## src/rtl/gtc_pkg.sv

```systemverilog
// Purpose: shared constants and carriers of the gated 16-bit timer core
// Assumes: 8-bit register port, one 100 MHz system clock
// Notes:   register offsets are word indices on the plain register port
package gtc_pkg;

	// register port geometry
	localparam int unsigned ADDR_W = 3;
	localparam int unsigned DATA_W = 8;

	// register offsets
	localparam logic [2:0] OFS_COUNT_LOW  = 3'h0;
	localparam logic [2:0] OFS_COUNT_HIGH = 3'h1;
	localparam logic [2:0] OFS_CTRL       = 3'h2;
	localparam logic [2:0] OFS_GATE_CTRL  = 3'h3;
	localparam logic [2:0] OFS_IRQ_STATUS = 3'h4;
	localparam logic [2:0] OFS_IRQ_MASK   = 3'h5;

	// field positions
	localparam int unsigned GATE_EN_POS  = 7;
	localparam int unsigned OVF_FLAG_POS = 0;

	// clock select codes
	localparam logic [1:0] CS_INSTR = 2'h0;
	localparam logic [1:0] CS_FOSC  = 2'h1;
	localparam logic [1:0] CS_EXT   = 2'h2;
	localparam logic [1:0] CS_LFOSC = 2'h3;

	// values after reset and the count limit
	localparam logic [15:0] COUNT_RST = 16'h0000;
	localparam logic [7:0]  CTRL_RST  = 8'h00;
	localparam logic [7:0]  MASK_RST  = 8'h00;
	localparam logic [15:0] COUNT_MAX = 16'hffff;

	// timing
	localparam int unsigned CLK_HZ      = 100_000_000;
	localparam int unsigned INSTR_DIV   = 4;
	localparam logic [1:0]  INSTR_LAST  = 2'(INSTR_DIV - 1);
	localparam int unsigned PRE_W       = 3;

	// register port request
	typedef struct packed {
		logic [2:0] addr;
		logic [7:0] wdata;
		logic       wr;
		logic       rd;
	} gtc_bus_t;

	// control register layout
	typedef struct packed {
		logic [1:0] clk_sel;
		logic [1:0] prescale;
		logic       osc_en;
		logic       async_sel;
		logic       rsvd;
		logic       run;
	} gtc_ctrl_t;

	// pin levels after synchronisation
	typedef struct packed {
		logic xtal;
		logic lfosc;
		logic ext;
	} gtc_pins_t;

endpackage : gtc_pkg

```

## src/rtl/gtc_sync3.sv

```systemverilog
// Purpose: three-stage synchroniser with agreement filter
// Assumes: inputs are asynchronous to ref_clk_i
// Notes:   a new level is taken once stages two and three agree
`timescale 1ns/100ps
module gtc_sync3
#(
	parameter int unsigned WIDTH = 3
)
(
	// clock and reset
	input  wire logic             ref_clk_i,
	input  wire logic             rst_i,
	// asynchronous inputs
	input  wire logic [WIDTH-1:0] async_i,
	// filtered levels
	output logic      [WIDTH-1:0] level_o
);

	logic [WIDTH-1:0] stage1;
	logic [WIDTH-1:0] stage2;
	logic [WIDTH-1:0] stage3;

	// shift chain, stage1 feeds only stage2
	always_ff @(posedge ref_clk_i)
	begin
		if (rst_i)
		begin
			stage1  <= '0;
			stage2  <= '0;
			stage3  <= '0;
			level_o <= '0;
		end
		else
		begin
			stage1 <= async_i;
			stage2 <= stage1;
			stage3 <= stage2;
			for (int i = 0; i < WIDTH; i++)
			begin
				if (stage2[i] == stage3[i])
				begin
					level_o[i] <= stage3[i];
				end
			end
		end
	end

endmodule : gtc_sync3

```

## src/rtl/gtc_timer.sv

```systemverilog
// Purpose: 16-bit gated timer/counter core with byte register access
// Assumes: ref_clk_i is the system clock; gate logic lives outside
// Notes:   read data stand one cycle after the read strobe
`timescale 1ns/100ps
module gtc_timer
(
	// clock and reset
	input  wire logic              ref_clk_i,
	input  wire logic              rst_i,
	// register port
	input  wire gtc_pkg::gtc_bus_t bus_i,
	output logic [7:0]             rdata_o,
	// pins and neighbours
	input  wire logic              ext_count_i,
	input  wire logic              lfosc_i,
	input  wire logic              xtal_in_i,
	input  wire logic              gate_open_i,
	input  wire logic              sleep_i,
	// outputs
	output logic                   xtal_drive_o,
	output logic                   irq_o,
	output logic                   wake_o,
	output logic [15:0]            count_o
);

	// whole state of the core
	typedef struct packed {
		logic [15:0]        count;
		logic [2:0]         pre;
		logic [1:0]         div4;
		gtc_pkg::gtc_ctrl_t ctrl;
		logic               gate_en;
		logic               armed;
		logic               pend;
		gtc_pkg::gtc_pins_t prev;
		logic               status;
		logic               mask;
		logic [7:0]         rdata;
		logic               irq;
		logic               wake;
		logic               xdrv;
	} gtc_state_t;

	gtc_state_t         s;
	gtc_state_t         next_s;
	gtc_pkg::gtc_pins_t pins;

	// largest prescale count for a field value
	function automatic logic [2:0] gtc_pre_max(input logic [1:0] ps);
		logic [2:0] m;
		m = 3'h0;
		case (ps)
			2'h0: m = 3'h0;
			2'h1: m = 3'h1;
			2'h2: m = 3'h3;
			default: m = 3'h7;
		endcase
		return m;
	endfunction : gtc_pre_max

	// rising edge between two samples
	function automatic logic gtc_rise(input logic now, input logic was);
		return now & ~was;
	endfunction : gtc_rise

	// pin synchronisers
	gtc_sync3
	#(
		.WIDTH   (3)
	)
	u_sync
	(
		.ref_clk_i (ref_clk_i),
		.rst_i     (rst_i),
		.async_i   ({xtal_in_i, lfosc_i, ext_count_i}),
		.level_o   (pins)
	);

	// decoded accesses
	logic wr_low;
	logic wr_high;
	logic wr_ctrl;
	logic wr_gate;
	logic wr_stat;
	logic wr_mask;
	logic wr_count;

	// address decode of writes
	always_comb
	begin
		wr_low  = 1'b0;
		wr_high = 1'b0;
		wr_ctrl = 1'b0;
		wr_gate = 1'b0;
		wr_stat = 1'b0;
		wr_mask = 1'b0;
		if (bus_i.wr)
		begin
			if (bus_i.addr == gtc_pkg::OFS_COUNT_LOW)
				wr_low = 1'b1;
			else if (bus_i.addr == gtc_pkg::OFS_COUNT_HIGH)
				wr_high = 1'b1;
			else if (bus_i.addr == gtc_pkg::OFS_CTRL)
				wr_ctrl = 1'b1;
			else if (bus_i.addr == gtc_pkg::OFS_GATE_CTRL)
				wr_gate = 1'b1;
			else if (bus_i.addr == gtc_pkg::OFS_IRQ_STATUS)
				wr_stat = 1'b1;
			else if (bus_i.addr == gtc_pkg::OFS_IRQ_MASK)
				wr_mask = 1'b1;
		end
		wr_count = wr_low | wr_high;
	end

	// edge and source terms
	logic ext_rise;
	logic ext_fall;
	logic lf_rise;
	logic xt_rise;
	logic instr_en;
	logic ext_edge;
	logic ext_tick;
	logic src_tick;
	logic pre_done;
	logic gate_ok;
	logic inc;
	logic ovf;
	logic async_ext;

	// source selection and qualification
	always_comb
	begin
		ext_rise  = gtc_rise(pins.ext, s.prev.ext);
		ext_fall  = gtc_rise(s.prev.ext, pins.ext);
		lf_rise   = gtc_rise(pins.lfosc, s.prev.lfosc);
		xt_rise   = gtc_rise(pins.xtal, s.prev.xtal);
		instr_en  = (s.div4 == gtc_pkg::INSTR_LAST);
		// crystal timer or armed pin counter
		if (s.ctrl.osc_en)
			ext_edge = xt_rise;
		else
			ext_edge = ext_rise & s.armed;
		async_ext = (s.ctrl.clk_sel == gtc_pkg::CS_EXT) & s.ctrl.async_sel;
		// async counts at once, sync waits for the instruction slot
		if (s.ctrl.async_sel)
			ext_tick = ext_edge;
		else
			ext_tick = s.pend & instr_en & ~sleep_i;
		case (s.ctrl.clk_sel)
			gtc_pkg::CS_INSTR: src_tick = instr_en & ~sleep_i;
			gtc_pkg::CS_FOSC:  src_tick = ~sleep_i;
			gtc_pkg::CS_LFOSC: src_tick = lf_rise & ~sleep_i;
			default:           src_tick = ext_tick;
		endcase
		pre_done = s.ctrl.run & src_tick &
			(s.pre >= gtc_pre_max(s.ctrl.prescale));
		gate_ok  = ~s.gate_en | gate_open_i;
		inc      = pre_done & gate_ok;
		ovf      = inc & (s.count == gtc_pkg::COUNT_MAX);
	end

	// next state
	always_comb
	begin
		next_s       = s;
		next_s.rdata = 8'h00;
		next_s.div4  = 2'(s.div4 + 2'h1);
		next_s.prev  = pins;

		// prescaler, hidden and cleared by count writes
		if (wr_count)
			next_s.pre = 3'h0;
		else if (pre_done)
			next_s.pre = 3'h0;
		else if (s.ctrl.run & src_tick)
			next_s.pre = 3'(s.pre + 3'h1);

		// counter: byte load wins over increment
		if (wr_low)
			next_s.count[7:0] = bus_i.wdata;
		else if (wr_high)
			next_s.count[15:8] = bus_i.wdata;
		else if (inc)
			next_s.count = 16'(s.count + 16'h0001);

		// falling edge arms the pin counter
		if (~s.ctrl.run | wr_count)
			next_s.armed = 1'b0;
		else if (ext_fall)
			next_s.armed = 1'b1;

		// pending edge for synchronised external mode
		if (~s.ctrl.run | wr_count | s.ctrl.async_sel)
			next_s.pend = 1'b0;
		else if (ext_edge)
			next_s.pend = 1'b1;
		else if (instr_en)
			next_s.pend = 1'b0;

		// control registers
		if (wr_ctrl)
			next_s.ctrl = gtc_pkg::gtc_ctrl_t'(bus_i.wdata);
		if (wr_gate)
			next_s.gate_en = bus_i.wdata[gtc_pkg::GATE_EN_POS];
		if (wr_mask)
			next_s.mask = bus_i.wdata[gtc_pkg::OVF_FLAG_POS];

		// sticky flag, set wins over write-one clear
		if (wr_stat & bus_i.wdata[gtc_pkg::OVF_FLAG_POS])
			next_s.status = 1'b0;
		if (ovf)
			next_s.status = 1'b1;

		// interrupt and wake levels
		next_s.irq  = next_s.status & next_s.mask;
		next_s.wake = sleep_i & (s.wake | (ovf & async_ext));

		// crystal amplifier, independent of sleep
		next_s.xdrv = s.ctrl.osc_en & ~pins.xtal;

		// read decode
		if (bus_i.rd)
		begin
			if (bus_i.addr == gtc_pkg::OFS_COUNT_LOW)
				next_s.rdata = s.count[7:0];
			else if (bus_i.addr == gtc_pkg::OFS_COUNT_HIGH)
				next_s.rdata = s.count[15:8];
			else if (bus_i.addr == gtc_pkg::OFS_CTRL)
				next_s.rdata = s.ctrl;
			else if (bus_i.addr == gtc_pkg::OFS_GATE_CTRL)
				next_s.rdata = {s.gate_en, 7'h00};
			else if (bus_i.addr == gtc_pkg::OFS_IRQ_STATUS)
				next_s.rdata = {7'h00, s.status};
			else if (bus_i.addr == gtc_pkg::OFS_IRQ_MASK)
				next_s.rdata = {7'h00, s.mask};
			else
				next_s.rdata = 8'h00;
		end
	end

	// state register
	always_ff @(posedge ref_clk_i)
	begin
		if (rst_i)
		begin
			s         <= '0;
			s.count   <= gtc_pkg::COUNT_RST;
			s.ctrl    <= gtc_pkg::gtc_ctrl_t'(gtc_pkg::CTRL_RST);
			s.mask    <= gtc_pkg::MASK_RST[0];
		end
		else
		begin
			s <= next_s;
		end
	end

	// outputs straight from state
	assign rdata_o      = s.rdata;
	assign irq_o        = s.irq;
	assign wake_o       = s.wake;
	assign xtal_drive_o = s.xdrv;
	assign count_o      = s.count;

endmodule : gtc_timer

```

## config.mk

```make
export PLATFORM = sky130hd
export DESIGN_NAME = gtc_timer
export DESIGN_NICKNAME = d
export VERILOG_FILES = /design/src/rtl/gtc_pkg.sv /design/src/rtl/gtc_sync3.sv /design/src/rtl/gtc_timer.sv
export SDC_FILE = /design/constraint.sdc
export NUM_CORES = 1
export LEC_CHECK = 0
export BUFFER_PORTS_ARGS = -buffer_cell sky130_fd_sc_hd__buf_2
export CORE_ASPECT_RATIO = 0.6
export CORE_MARGIN = 3
export CORE_UTILIZATION = 51
export CTS_CLUSTER_SIZE = 40
export DETAILED_ROUTE_END_ITERATION = 8
export PLACE_DENSITY = 0.76
export SKIP_CTS_REPAIR_TIMING = 1
export SLEW_MARGIN = 20
export SYNTH_ARGS = -nofsm -noshare
export SYNTH_HDL_FRONTEND = slang
export SYNTH_SLANG_ARGS = --single-unit
```

## constraint.sdc

```tcl
create_clock -name ref_clk_i -period 2.14 [get_ports ref_clk_i]
set_input_delay 0.214 -clock ref_clk_i [delete_from_list [all_inputs] [get_ports ref_clk_i]]
set_output_delay 0.214 -clock ref_clk_i [all_outputs]
set_load 0.05 [all_outputs]
```

Word level (Yosys, flattened, before mapping)
Cells that the tools add are included.
Word-level totals
  register bits: 60
  word-level logic and storage cells: 140
  output and inout bits: 27
  input bits: 20
Operators by class
  reductions and logical operators: 12
  mux-type cells: 46
  $add $sub $neg: 3
  order comparisons: 1
  bitwise gates (word level): 34
  equal/unequal tests: 16
Operators by type and width (count)
  two-way mux 8 bit: 7
  two-way mux 1 bit: 36
  bitwise AND 1 bit: 19
  adder 16 x 1 -> 16 bit (second input constant): 1
  equality test 16 bit (second input constant): 1
  two-way mux 16 bit: 1
  NOT 1 bit: 10
  one-hot mux 3 bit (3 select lines): 1
  equality test 2 bit (second input constant): 4
  equality test 3 x 2 -> 1 bit (second input constant): 2
  equality test 3 bit (second input constant): 2
  nonzero test 2 bit: 3
  OR reduction 2 bit: 3
  bitwise OR 1 bit: 5
  equality test 2 x 1 -> 1 bit (second input constant): 2
  logical NOT 2 bit: 2
  AND reduction 2 bit: 2
  adder 3 x 1 -> 3 bit (second input constant): 1
  equality test 1 bit: 3
  equality test 3 x 1 -> 1 bit (second input constant): 1
  greater-or-equal comparator 3 bit: 1
  logical NOT 3 bit: 1
  one-hot mux 1 bit (3 select lines): 1
  OR reduction 3 bit: 1
  other kinds (2): 2

Depth between registers and ports, before layout
  depth after elaboration: 13
  mapped depth: 9
  gate-level depth less buffers: 7

Cells and area by module
From an unflattened synthesis, not the netlist that was laid out.
Second synthesis, totals
  cell total of the unflattened synthesis: 372
  area total of the unflattened synthesis: 3178.0 um^2
Modules (own cells, without submodules)
  gtc_timer: sequential area each 960.9 um^2, instances 1, area an instance 2790.2 um^2, cells an instance 341
  gtc_sync3: sequential area each 240.2 um^2, instances 1, area an instance 387.9 um^2, cells an instance 31

Least setup slack after synthesis
Ideal clock, no wire load.
  path type: register to register
  start: reg s[24] (netlist bit)
  end: reg s, in the netlist count_o[11]
  period minus slack after synthesis: 2.255 ns
  data required time: 2.049 ns
  stages on the path, launching flop included: 8
  setup slack: -0.115 ns
  buffers on the path: 0
  arrival: 2.164 ns
  library setup time: 0.091 ns
  cells stage by stage: dfxtp_1 > or2_2 > ha_1 > nor2b_1 > o21ai_0 > nand3_1 > or4_1 > a311oi_1
Between the ends
  cells in the longest elaborated chain, start to end: 7
  elaborated cells between the ends (all ways): 9
  those cells by class: order compare (1); eq/ne (2); mux (1); bitwise (2); reduce/logical (3)
RTL lines
  start: declaration: RTL line gtc_timer.sv:44  | gtc_state_t s;
  start signal: assignment: RTL line gtc_timer.sv:253  | s <= next_s;
  equality test 2 bit, or another cell as far along: RTL line gtc_timer.sv:52  | case (ps)
  one-hot mux 3 bit (3 select lines) (*): RTL line gtc_timer.sv:52
  greater-or-equal comparator 3 bit (*): RTL line gtc_timer.sv:156  | (s.pre >= gtc_pre_max(s.ctrl.prescale));
  bitwise AND 1 bit (*): RTL line gtc_timer.sv:155  | pre_done = s.ctrl.run & src_tick &
  bitwise AND 1 bit (*): RTL line gtc_timer.sv:158  | inc = pre_done & gate_ok;
  nonzero test 2 bit (no source line) (*)
  AND reduction 2 bit (no source line) (*)
Mark *: on every way between the ends. The rest lies on a longest branch, timed or not.
A chain may end at the register's enable or synchronous reset.

Worst setup path after layout
  start: reg s[26] (netlist bit)
  end: reg s, in the netlist count_o[8]
Between the ends
  cells in the longest elaborated chain, start to end: 7
  elaborated cells between the ends (all ways): 9
  those cells by class: eq/ne (2); mux (1); bitwise (3); reduce/logical (3)
RTL lines
  equality test 2 bit, or another cell as far along: RTL line gtc_timer.sv:149  | case (s.ctrl.clk_sel)
  one-hot mux 1 bit (3 select lines) (*): RTL line gtc_timer.sv:149
  bitwise AND 1 bit (*) (2 in a row): RTL line gtc_timer.sv:155
  bitwise AND 1 bit (*): RTL line gtc_timer.sv:158
  nonzero test 2 bit (no source line) (*)
  AND reduction 2 bit (no source line) (*)
Marks and branches as above.

==> flow_summary.yaml <==
floorplanning:
  num_rows: 21
  die_height_um: 66.3
  io-pin-count: 47
  fp.dieW_um: 106
  dieArea_sq_mm: 0.00705
  core-area_sq_mm: 0.00570
  initial_utilization_pct: 54.1
grt:
  antenna_found_initial: 0
  overflow: 0
  grt_pass1_vias: 2495
  grt_pass1_wl_um: 12800
  grt_max_degree: 25
  grt_use_total_pct: 23.8
run_status:
  violations: "negative setup slack"
  outcome: "complete, but fails checks"
logic_synthesis:
  ys_top_cells_by_area: "dfxtp_1 39%, nor2_1 6.0%, buf_4 5.8%"
  avgSynthCellArea_sq_um: 8.48
  ys_seq_area_share_pct: 38.9
  synth_top_area_share_pct: 38.9
  syn_area_sq_mm: 0.00309
  syn-num-nets: 394
  yosysWarnings: 0
  synthArstFlopShare_pct: 0
  synth_edf_count: 0
  synthTopCellsByCount: "60 x dfxtp_1, 49 x nor2_1, 24 x buf_4"
  synthFlopType: "dfxtp_1"
  synth_top_area_cell: "dfxtp_1"
  synthCells: 364
  ys_seq_elements: 60
  ys_types: 55
  synth_most_common_cell: "dfxtp_1"
timing:
  finalCritPeriodShare_pct: 103
  tightest_slew_ps: 642
  slew_headroom_pct: 57.2
  min_period_ps: 2200
  rsz0062_at_grt: "yes"
  finalMaxSlewViolations: 0
  clock_skew_ps: 11.6
  setup_ws_ps: -64.0
  hold_viol: 0
  clock.fmax_mhz: 454
  setup_viol: 5
critical_path:
  required_ps: 2370
  start_kind: "register"
  path_buf_inv: 3
  r2r_start: "s[26]"
  slowest_delay_ps: 440
  timing.critical_path.depth: 9
  endpoint_kind: "register"
  ff2ff_path_depth: 9
  crit_slowest_cell: "a2111oi_4"
  reg2reg_slack_ps: -60
  critical-path-top-delay-family: "compound AO/OA/AOI/OAI gates"
  critical_path_class: "reg2reg"
  cp_max_fo: 8
  crit_arrival_ps: 2430
  crit_chain: "ha_4 > and3b_2 > a2111oi_4 > buf_4 > a211oi_4 > buf_12 > buf_8 > a311oi_2 > nor4_1"
  r2r-end: "count_o[8]"
layout:
  diodes: 0
  nFillCells: 431
  synthToLayoutAreaGrowth_pct: 29.6
  drive_above_1_share_pct: 37.0
  stdcell_count: 507
  fin_nets: 453
power:
  ir_worst_vdd_mv: 0.340
  total_leakage_power_nw: 1.56
  p_comb_share_pct: 11.8
  p_sw_share_pct: 26.7
  power_frac_clock_pct: 40.8
  switchingPower_uw: 657
  internal-power_mw: 1.81
  p_seq_share_pct: 47.4
  pwr_density_cell_mw_per_mm2: 616
placement:
  port_buffers: 46
  placed_cells: 478
  gp_congestion: 0.911
  dp_hpwl_um: 5950
  pre_cts_slack_ps: -277
cts:
  cts_root_buf: "clkbuf_8"
  insertion_delay_ps: 350
  clock-sinks: 60
  clockBufferDepth: 2
  clk_pin_slew_ps: 70
  htreeDepth: 3
  cts_tree: "built"
  cts_made_buffers: 9
routing:
  route.detailed.drc: 0
  drt-initial-drc-count: 246
  num_vias: 3037
  drt_wl_total_um: 9120
  dr.pass1.iters: 5
  wl_per_cell_um: 18.0
  vias_per_cell: 5.99
  antenna_left: 0
min_path:
  min_path_cells: 2
  hold_path_startpoint: "xtal_in_i"
  min_to: "u_sync.stage1[2]"
  min_path_type: "in2reg"
job:
  cap_violations: 0
## layer usage
metal | wire length [um] | global-route usage, %
met5 | 0 | 0
met4 | 192 | 6.22
met3 | 1220 | 7.32
met2 | 3750 | 32.6
met1 | 3960 | 35.6
## layout by cell type, fill, tap and decap left out, types with 4 or more instances in the layout
cell type and n:
nor3b_1 5, mux2i_1 9, nand3_1 6, a311oi_1 5, inv_1 11, ha_4 6
buf_4 40, nor3_1 5, nor4_1 6, a21oi_1 8, buf_2 46, o22ai_1 5
nor2b_1 18, o31ai_1 4, nor2_1 49, nand4_1 7, dfxtp_1 55, a311oi_2 7
o21ai_0 18, clkbuf_8 10, or3_1 5, nand2_1 14
## flip-flops by register name, summed over array words and instances, names as in the netlist
name / count
s: 21
count_o: 16
rdata_o: 8
u_sync.level_o: 3
u_sync.stage1: 3
u_sync.stage2: 3
u_sync.stage3: 3
irq_o: 1
wake_o: 1
xtal_drive_o: 1
## cells by family (layout without fill, tap and decap cells)
logic type	after synthesis	count (layout)	synth area share, %
AOI/OAI and AO/OA	73	74	16.3
adders and majority gates	10	10	4.05
buffers and inverters	58	120	10.3
DFF	60	60	38.9
muxes	9	9	2.92
and+or+nand+nor	154	154	27.5
## stage by stage
stage	instance area, sq um	utilization, %	TNS (ps)	hold slack [ps]	power (mW)
2_1_floorplan	3090	-	0	342	1.36
3_3_place_gp	3400	59.6	-2860	400	1.43
3_5_place_dp	3400	59.6	-3780	425	1.44
4_1_cts	3590	63.0	-4410	70.5	2.43
5_1_grt	4000	70.1	-560	79.8	2.56
6_report	4000	70.1	-110	78.3	2.46
## worst max-delay path by stage
stage	start	endpoint	slack, ps
after CTS	s[25]	count_o[0]	-300
after detailed placement	s[25]	count_o[0]	-280
after global routing	s[26]	count_o[8]	-100
after floorplan	s[24]	count_o[11]	10
final	s[26]	count_o[8]	-60
after global placement	s[25]	count_o[0]	-240
## power groups by stage
stage	Combinational [mW]	Sequential, mW	Clock (mW)
after CTS	0.252	1.16	1.02
after global routing	0.310	1.17	1.08
after floorplan	0.174	1.19	0
final	0.290	1.17	1.01
after global placement	0.247	1.19	0
after detailed placement	0.250	1.19	0
## layout make-up
class | instances | area (sq um) | share of cell area (%)
repair buffers | 91 | 599 | 15.0
flip-flops and latches | 60 | 1210 | 30.3
multi-input cells | 247 | 1840 | 46.1
clock buffers | 10 | 138 | 3.44
well taps | 80 | 100 | 2.50
clock inverters | 5 | 52.6 | 1.31
inverters | 14 | 55.1 | 1.38
## worst reg2reg max path, cell delays in order (launching register included)
cell and delay [ps]:
dfxtp_4 390, ha_4 170, and3b_2 210, a2111oi_4 440, buf_4 200, a211oi_4 40, buf_12 170, buf_8 140
a311oi_2 260, nor4_1 90
No activity file was read; power rests on OpenSTA's default activity.
